File: src/include/lcd_pkg.sv
// Purpose: Shared constants and types of the segment LCD display-memory driver.
// Assumes: APB register map with one aligned 32-bit word per register.
// Notes: Level codes name the four drive rails; half bias uses only GND, LOW and TOP.
`default_nettype none
package lcd_pkg;
  localparam logic [11:0] OFF_CTRL = 12'h000;
  localparam logic [11:0] OFF_PTR = 12'h004;
  localparam logic [11:0] OFF_IND = 12'h008;
  localparam logic [11:0] OFF_STAT = 12'h00c;
  localparam logic [11:0] OFF_WIN = 12'h100;
  localparam logic [11:0] OFF_WIN_LAST = 12'h180;
  localparam logic [7:0] DISP_LO = 8'h40;
  localparam logic [7:0] DISP_HI = 8'h60;
  localparam int SEG_NUM = 33;
  localparam int COM_PINS = 3;
  localparam int MEM_WORDS = 33;
  localparam logic [7:0] MEM_RST = 8'h00;
  localparam logic [7:0] PTR_RST = 8'h00;
  localparam logic BANK_RST = 1'b0;
  localparam logic [31:0] RD_ZERO = 32'h0000_0000;
  localparam int SYS_DIV4_CNT = 4;
  localparam logic [1:0] PRE_LAST = 2'h3;

  typedef enum logic [1:0] {
    LVL_GND = 2'h0,
    LVL_LOW = 2'h1,
    LVL_HIGH = 2'h2,
    LVL_TOP = 2'h3
  } level_e;

  typedef enum logic [1:0] {
    SRC_SYS_DIV4 = 2'h0,
    SRC_TIMEKEEP = 2'h1,
    SRC_WATCHDOG = 2'h2
  } clk_src_e;

  typedef enum logic [2:0] {
    ST_OFF = 3'b001,
    ST_POS = 3'b010,
    ST_NEG = 3'b100
  } scan_e;

  typedef struct packed {
    logic [COM_PINS-1:0][1:0] com;
    logic [SEG_NUM-1:0][1:0] seg;
  } lcd_drive_s;

  typedef struct packed {
    logic blank;
    logic neg;
    logic [1:0] com;
  } scan_status_s;
endpackage
`default_nettype wire

File: src/hdl/lcd_clk_div.sv
// Purpose: Selects the LCD source clock and divides it into scan-step enables.
// Assumes: Oscillator inputs are one-cycle tick pulses synchronous to pclk.
// Notes: Counters clear while stopped so a restart begins a full period.
`timescale 1ns/1ps
`default_nettype none
module lcd_clk_div #(
  parameter lcd_pkg::clk_src_e CLK_SRC = lcd_pkg::SRC_SYS_DIV4,
  parameter int DIV_EXP = 4
) (
  input wire logic pclk,
  input wire logic presetn,
  input wire logic run,
  input wire logic timekeeping_oscillator_tick,
  input wire logic watchdog_oscillator_tick,
  output logic scan_tick
);
  localparam int PERIOD = lcd_pkg::SYS_DIV4_CNT << DIV_EXP;
  logic [1:0] pre_q;
  logic [7:0] div_q;
  logic sys4_tick;
  logic src_tick;
  logic div_end;
  logic [15:0] gap_q;
  logic seen_q;

  assign sys4_tick = (pre_q == lcd_pkg::PRE_LAST);
  assign src_tick = (CLK_SRC == lcd_pkg::SRC_SYS_DIV4) ? sys4_tick :
                    (CLK_SRC == lcd_pkg::SRC_TIMEKEEP) ? timekeeping_oscillator_tick :
                    watchdog_oscillator_tick;
  assign div_end = (div_q == 8'((1 << DIV_EXP) - 1));
  assign scan_tick = run & src_tick & div_end;

  always_ff @(posedge pclk or negedge presetn) begin
    if (!presetn) begin
      pre_q <= 2'h0;
      div_q <= 8'h00;
    end else if (!run) begin
      pre_q <= 2'h0;
      div_q <= 8'h00;
    end else begin
      pre_q <= pre_q + 2'h1;
      if (src_tick) div_q <= div_end ? 8'h00 : div_q + 8'h01;
    end
  end

  always_ff @(posedge pclk or negedge presetn) begin
    if (!presetn) begin
      gap_q <= 16'h0000;
      seen_q <= 1'b0;
    end else begin
      gap_q <= scan_tick ? 16'h0000 : gap_q + 16'h0001;
      seen_q <= run & (seen_q | scan_tick);
    end
  end
endmodule // lcd_clk_div
`default_nettype wire

File: src/hdl/lcd_display_memory_driver.sv
// Purpose: Display memory, banked data window and panel scan of a segment LCD driver.
// Assumes: APB slave with zero wait states; cpu_halt is synchronous to pclk.
// Notes: Display address 40h+s holds segment s; bit c of that byte is common c.
//
// Implementation choices: the APB interface to the registers and the placing of the registers.
`timescale 1ns/1ps
`default_nettype none
module lcd_display_memory_driver #(
  parameter int DUTY = 4,
  parameter bit THIRD_BIAS = 1'b1,
  parameter bit LOW_VOLT = 1'b0,
  parameter int DIV_EXP = 4,
  parameter lcd_pkg::clk_src_e CLK_SRC = lcd_pkg::SRC_SYS_DIV4,
  parameter bit HALT_KEEP_ON = 1'b0
) (
  input wire logic pclk,
  input wire logic presetn,
  input wire logic psel,
  input wire logic penable,
  input wire logic pwrite,
  input wire logic [11:0] paddr,
  input wire logic [31:0] pwdata,
  output logic [31:0] prdata,
  output logic pready,
  output logic pslverr,
  input wire logic cpu_halt,
  input wire logic timekeeping_oscillator_tick,
  input wire logic watchdog_oscillator_tick,
  output logic bank_select_bit,
  output var lcd_pkg::lcd_drive_s drive
);
  ////////////////////////////////////////////////////////////////////////////
  // Build options resolved.

  // The low-voltage variant has no third-bias rail, so the option is ignored there.
  localparam bit BIAS_THIRD = THIRD_BIAS && !LOW_VOLT;

  ////////////////////////////////////////////////////////////////////////////
  // State.

  logic bank_q;
  logic [7:0] ptr_q;
  logic [lcd_pkg::MEM_WORDS-1:0][7:0] disp_mem_q;
  logic [lcd_pkg::MEM_WORDS-1:0][7:0] gp_mem_q;
  logic [31:0] prdata_q;

  ////////////////////////////////////////////////////////////////////////////
  // APB decode.

  logic setup;
  logic access;
  logic wr;
  logic hit_ctrl;
  logic hit_ptr;
  logic hit_ind;
  logic hit_stat;
  logic hit_win;
  logic mapped;
  logic [11:0] win_rel;
  logic [5:0] win_idx;
  logic ptr_in;
  logic [5:0] ptr_idx;
  logic ind_disp;
  logic ind_gp;
  logic wr_disp;
  logic wr_gp_ind;
  logic wr_gp_win;

  function automatic logic in_disp_range(input logic [7:0] a);
    return a >= lcd_pkg::DISP_LO && a <= lcd_pkg::DISP_HI;
  endfunction

  assign setup = psel & ~penable;
  assign access = psel & penable;
  assign wr = access & pwrite;
  assign hit_ctrl = (paddr == lcd_pkg::OFF_CTRL);
  assign hit_ptr = (paddr == lcd_pkg::OFF_PTR);
  assign hit_ind = (paddr == lcd_pkg::OFF_IND);
  assign hit_stat = (paddr == lcd_pkg::OFF_STAT);
  assign hit_win = (paddr >= lcd_pkg::OFF_WIN) && (paddr <= lcd_pkg::OFF_WIN_LAST) &&
                   (paddr[1:0] == 2'h0);
  assign mapped = hit_ctrl | hit_ptr | hit_ind | hit_stat | hit_win;
  assign win_rel = paddr - lcd_pkg::OFF_WIN;
  assign win_idx = win_rel[7:2];
  assign ptr_in = in_disp_range(ptr_q);
  assign ptr_idx = 6'(ptr_q - lcd_pkg::DISP_LO);
  assign ind_disp = bank_q & ptr_in;
  assign ind_gp = ~bank_q & ptr_in;
  assign wr_disp = wr & hit_ind & ind_disp;
  assign wr_gp_ind = wr & hit_ind & ind_gp;
  // The direct window always lands in general memory; display bytes need the pointer.
  assign wr_gp_win = wr & hit_win;

  assign pready = 1'b1;
  // Status is read only, so writing it is flagged like an unmapped address.
  assign pslverr = access & (~mapped | (hit_stat & pwrite));
  assign prdata = prdata_q;
  assign bank_select_bit = bank_q;

  ////////////////////////////////////////////////////////////////////////////
  // Scan chain.

  logic scan_run;
  logic scan_step;
  logic [lcd_pkg::SEG_NUM-1:0] seg_bits;
  lcd_pkg::scan_status_s scan_status;

  assign scan_run = ~(cpu_halt & ~HALT_KEEP_ON);

  // The scan reads the live memory every clock, so a write shows on the pins one edge after it lands.
  always_comb begin
    seg_bits = '0;
    for (int s = 0; s < lcd_pkg::SEG_NUM; s++) begin
      seg_bits[s] = disp_mem_q[s][scan_status.com];
    end
  end

  lcd_clk_div #(
    .CLK_SRC(CLK_SRC),
    .DIV_EXP(DIV_EXP)
  ) u_div (
    .pclk(pclk),
    .presetn(presetn),
    .run(scan_run),
    .timekeeping_oscillator_tick(timekeeping_oscillator_tick),
    .watchdog_oscillator_tick(watchdog_oscillator_tick),
    .scan_tick(scan_step)
  );

  lcd_scan #(
    .DUTY(DUTY),
    .THIRD_BIAS(BIAS_THIRD)
  ) u_scan (
    .pclk(pclk),
    .presetn(presetn),
    .enable(scan_run),
    .step(scan_step),
    .seg_bits(seg_bits),
    .status(scan_status),
    .drive(drive)
  );

  ////////////////////////////////////////////////////////////////////////////
  // Read data.

  logic [31:0] rd_value;

  always_comb begin
    rd_value = lcd_pkg::RD_ZERO;
    if (hit_ctrl) rd_value[0] = bank_q;
    if (hit_ptr) rd_value[7:0] = ptr_q;
    if (hit_ind && ind_disp) rd_value[7:0] = disp_mem_q[ptr_idx];
    if (hit_ind && ind_gp) rd_value[7:0] = gp_mem_q[ptr_idx];
    if (hit_stat) rd_value[3:0] = scan_status;
    if (hit_win) rd_value[7:0] = gp_mem_q[win_idx];
  end

  ////////////////////////////////////////////////////////////////////////////
  // Registers.

  always_ff @(posedge pclk or negedge presetn) begin
    if (!presetn) begin
      bank_q <= lcd_pkg::BANK_RST;
      ptr_q <= lcd_pkg::PTR_RST;
      prdata_q <= lcd_pkg::RD_ZERO;
    end else begin
      if (wr && hit_ctrl) bank_q <= pwdata[0];
      if (wr && hit_ptr) ptr_q <= pwdata[7:0];
      if (setup && !pwrite) prdata_q <= rd_value;
    end
  end

  always_ff @(posedge pclk or negedge presetn) begin
    if (!presetn) begin
      disp_mem_q <= {lcd_pkg::MEM_WORDS{lcd_pkg::MEM_RST}};
      gp_mem_q <= {lcd_pkg::MEM_WORDS{lcd_pkg::MEM_RST}};
    end else begin
      if (wr_disp) disp_mem_q[ptr_idx] <= pwdata[7:0];
      if (wr_gp_ind) gp_mem_q[ptr_idx] <= pwdata[7:0];
      if (wr_gp_win) gp_mem_q[win_idx] <= pwdata[7:0];
    end
  end
endmodule // lcd_display_memory_driver
`default_nettype wire

File: src/hdl/lcd_scan.sv
// Purpose: Steps the commons and builds common and segment drive levels.
// Assumes: seg_bits already holds the display bits of the active common.
// Notes: Each common period has a positive and a negative half; with third bias no pixel sees DC, but half bias holds idle commons at LOW in both.
`timescale 1ns/1ps
`default_nettype none
module lcd_scan #(
  parameter int DUTY = 4,
  parameter bit THIRD_BIAS = 1'b1
) (
  input wire logic pclk,
  input wire logic presetn,
  input wire logic enable,
  input wire logic step,
  input wire logic [lcd_pkg::SEG_NUM-1:0] seg_bits,
  output lcd_pkg::scan_status_s status,
  output var lcd_pkg::lcd_drive_s drive
);
  lcd_pkg::scan_e state_q, state_d;
  logic [1:0] com_q, com_d;
  logic [1:0] com_last;
  logic neg;
  lcd_pkg::lcd_drive_s drive_d;

  assign com_last = 2'(DUTY - 1);
  assign neg = (state_q == lcd_pkg::ST_NEG);
  assign status = '{blank: (state_q == lcd_pkg::ST_OFF), neg: neg, com: com_q};

  function automatic logic [1:0] com_lvl(input logic act, input logic n);
    if (act) return n ? lcd_pkg::LVL_GND : lcd_pkg::LVL_TOP;
    return (THIRD_BIAS && n) ? lcd_pkg::LVL_HIGH : lcd_pkg::LVL_LOW;
  endfunction

  function automatic logic [1:0] seg_lvl(input logic on, input logic n);
    if (on) return n ? lcd_pkg::LVL_TOP : lcd_pkg::LVL_GND;
    if (THIRD_BIAS) return n ? lcd_pkg::LVL_LOW : lcd_pkg::LVL_HIGH;
    return n ? lcd_pkg::LVL_GND : lcd_pkg::LVL_TOP;
  endfunction

  always_comb begin
    state_d = state_q;
    com_d = com_q;
    case (state_q)
      lcd_pkg::ST_OFF: if (enable) state_d = lcd_pkg::ST_POS;
      lcd_pkg::ST_POS: begin
        if (!enable) state_d = lcd_pkg::ST_OFF;
        else if (step) state_d = lcd_pkg::ST_NEG;
      end
      lcd_pkg::ST_NEG: begin
        if (!enable) begin
          state_d = lcd_pkg::ST_OFF;
        end else if (step) begin
          state_d = lcd_pkg::ST_POS;
          com_d = (com_q == com_last) ? 2'h0 : com_q + 2'h1;
        end
      end
      default: state_d = lcd_pkg::ST_OFF;
    endcase
    if (state_d == lcd_pkg::ST_OFF) com_d = 2'h0;
  end

  always_comb begin
    drive_d = '0;
    if (state_q != lcd_pkg::ST_OFF) begin
      for (int c = 0; c < lcd_pkg::COM_PINS; c++) begin
        if (c < DUTY) drive_d.com[c] = com_lvl(com_q == 2'(c), neg);
      end
      for (int s = 0; s < lcd_pkg::SEG_NUM; s++) begin
        drive_d.seg[s] = seg_lvl(seg_bits[s], neg);
      end
      if (DUTY == 4) drive_d.seg[lcd_pkg::SEG_NUM-1] = com_lvl(com_q == 2'h3, neg);
    end
  end

  always_ff @(posedge pclk or negedge presetn) begin
    if (!presetn) begin
      state_q <= lcd_pkg::ST_OFF;
      com_q <= 2'h0;
      drive <= '0;
    end else begin
      state_q <= state_d;
      com_q <= com_d;
      drive <= drive_d;
    end
  end
endmodule // lcd_scan
`default_nettype wire

File: config.mk
export PLATFORM = sky130hd
export DESIGN_NAME = lcd_display_memory_driver
export DESIGN_NICKNAME = d
export VERILOG_FILES = /design/src/include/lcd_pkg.sv /design/src/hdl/lcd_clk_div.sv /design/src/hdl/lcd_display_memory_driver.sv /design/src/hdl/lcd_scan.sv
export SDC_FILE = /design/constraint.sdc
export NUM_CORES = 1
export LEC_CHECK = 0
export BUFFER_PORTS_ARGS = -buffer_cell sky130_fd_sc_hd__buf_2
export CORE_MARGIN = 2
export CORE_UTILIZATION = 60
export DETAILED_ROUTE_END_ITERATION = 16
export PLACE_DENSITY = 0.81
export SLEW_MARGIN = 25
export SYNTH_ARGS = -nofsm -noshare
export SYNTH_HDL_FRONTEND = slang
export SYNTH_HIERARCHICAL = 1
export SYNTH_SLANG_ARGS = --single-unit
File: constraint.sdc
create_clock -name pclk -period 6.9 [get_ports pclk]
set_input_delay 1.035 -clock pclk [delete_from_list [all_inputs] [get_ports pclk]]
set_output_delay 1.035 -clock pclk [all_outputs]
set_load 0.02 [all_outputs]
==> out/qor.csv <==
metric;value;unit
Skew-Pair Late Insertion Delay;0.66;ns
Startpoint Class;input pin;
MaxCap Viol Count;0;
slowest stage cell, crit path;and3_1;
cell area after synthesis;0.0321;mm^2
Vias per Instance;7.12;
Hold Violations, Final;0;
worst vdd ir;0.000224;V
via count;21900;
CP endpoint kind;primary output;
Yosys warning total;6;
filler cell count;3564;
routability congestion estimate from global placement;0.994;
Top Ports;159;
first drt pass iteration count;8;
Clock Skew;0.0265;ns
Req. time, crit path;5.86;ns
DRC;0;
FF-to-FF End;prdata[1]$_DFFE_PN0P_;
FF-to-FF setup slack;2.75;ns
first-pass GRT wire length;143;mm
crit path from;paddr[3];
clock network fraction of total power;0.444;
hpwl dp;59.6;mm
largest net degree at the start of global routing;176;
# hold bufs at CTS;0;
Routed WL per cell;30.6;um
DRT antenna net count;0;
NetSw;1.75;mW
starting density of the core;0.609;
reg2reg path depth;7;
status;finished clean;
cell-internal power;5.46;mW
Sink Count;598;
min cycle time layout;4.34;ns
DIE AREA;0.0554;mm^2
switching share of power;0.242;
Clock Tree Root;clkbuf_16;
Nets;2398;
worst slew pin tran;1.10;ns
GR Util All Layers;0.343;
max frequency;0.231;GHz
P_leak;17.5;nW
initial antenna violation count;4;
Post-Route WL;94.1;mm
period utilisation layout;0.629;
core area;0.0528;mm^2
layout cells sized above 1;0.333;
P per Cell Area;207;mW/mm^2
Final Core Density;0.659;
relative slew slack;0.264;
setup_tns;0;ns
Area Overhead vs Synth;8.26;%
Rows;84;
Die Y;235;um
PostCTS Resize Cnt;0;
Power Total;7.21;mW
clk buf depth;3;
Reg power frac;0.497;
# setup viols final;0;
Buffers on Ports;107;
worst hold path type;input pin to asynchronous set/reset pin;
crit-path max FO;34;
total CTS buffers;60;
mean post-synth cell area;13.7;um^2
dpl ws;2.35;ns
CP Cell Sequence;buf_2 > buf_4 > or2_1 > o41ai_1 > and3_1 > o21ai_0 > and3_1 > buf_2;
H-tree depth;2;
final slew viol count;0;
critical path class;input pin to primary output;
TritonCTS clock tree;done;
final worst setup slack;2.56;ns
CTS clk-pin slew, worst paths;0.07;ns
Syn Inst Count;2342;
critical path data arrival time;3.30;ns
Worst path max stage delay;0.59;ns
combinational group share of total power;0.058;
vias in the first global route;22400;
first-iteration detailed-routing DRC count;2736;
Die X;235;um
total grt overflow;0;
post-CTS setup buffers;0;
RSZ-0062 raised after global routing;false;
R2R Path Start;ptr_q[1]$_DFFE_PN0P_;
[cell type report]
class,instances,area [um^2],share of cell area
multi-input combinational,1511,16000,0.461
sequential,598,15000,0.431
clock buffer,89,1780,0.0513
timing repair buffer,158,962,0.0277
tap,688,861,0.0248
clock inverter,15,118,0.00338
inverter,11,41.3,0.00119
antenna,3,7.51,0.000216
[per-stage QoR]
step	area (um^2)	instances	hold WS, ns
2_1_floorplan	32200	2365	0.409
3_3_place_gp	32800	2966	0.423
3_5_place_dp	32800	2966	0.437
4_1_cts	34700	3070	0.445
5_1_grt	34800	3070	0.457
6_report	34800	3073	0.437
[worst max-delay path: cells and delay by family]
kind	cells	cell delay, ns
buf+inv	3	0.53
simple gates	3	1.17
compound gates	2	0.53
[power groups by stage]
| stage | sequential, mW | clock [mW] | combinational (mW) |
|---|---|---|---|
| 2_1_floorplan | 3.70 | 0 | 0.180 |
| 3_3_place_gp | 3.65 | 0 | 0.408 |
| 3_5_place_dp | 3.65 | 0 | 0.418 |
| 4_1_cts | 3.58 | 3.22 | 0.419 |
| 5_1_grt | 3.59 | 3.37 | 0.451 |
| 6_report | 3.59 | 3.20 | 0.419 |
[state kept, by name, indices dropped and copies added (netlist names)]
name             cells
u_div/pre_q          2
ptr_q                8
u_scan/state_q       3
u_scan/com_q         2
gp_mem_q           264
disp_mem_q         264
u_scan/drive        38
u_div/div_q          8
prdata               8
bank_select_bit      1
[layer usage]
metal / track usage / share of wire / vias to the layer above
li1: - / - / 8770
met5: 0 / 0.00044 / -
met3: 0.0918 / 0.11 / 374
met2: 0.516 / 0.45 / 1411
met4: 0.190 / 0.061 / 6
met1: 0.454 / 0.38 / 11300
[placed cells by master (no fill, tap or decap), types with 13 or more instances in the layout]
master,n
nor2_1,79
clkbuf_8,15
buf_2,104
nor2_4,32
a41oi_1,13
clkbuf_1,13
xnor2_1,37
a22oi_1,95
mux2_1,272
a221oi_1,48
buf_4,50
a31oi_1,22
mux2_4,176
clkbuf_16,61
mux2i_1,50
conb_1,25
mux2_2,134
nand3_1,17
o21ai_0,42
nand2_1,71
dfrtp_1,593
a22oi_4,28
mux4_2,117
a22o_1,19
a21oi_1,37
[worst max path at each step]
stage	end	slack [ns]	cells past startpoint
after global placement	gp_mem_q[141]$_DFF_PN0_	2.43	9
final	pslverr	2.56	8
after CTS	pslverr	2.60	8
after global routing	pslverr	2.49	8
after detailed placement	gp_mem_q[136]$_DFF_PN0_	2.35	9
after floorplan	pslverr	3.33	7
Power figures use the tool's default switching activity.
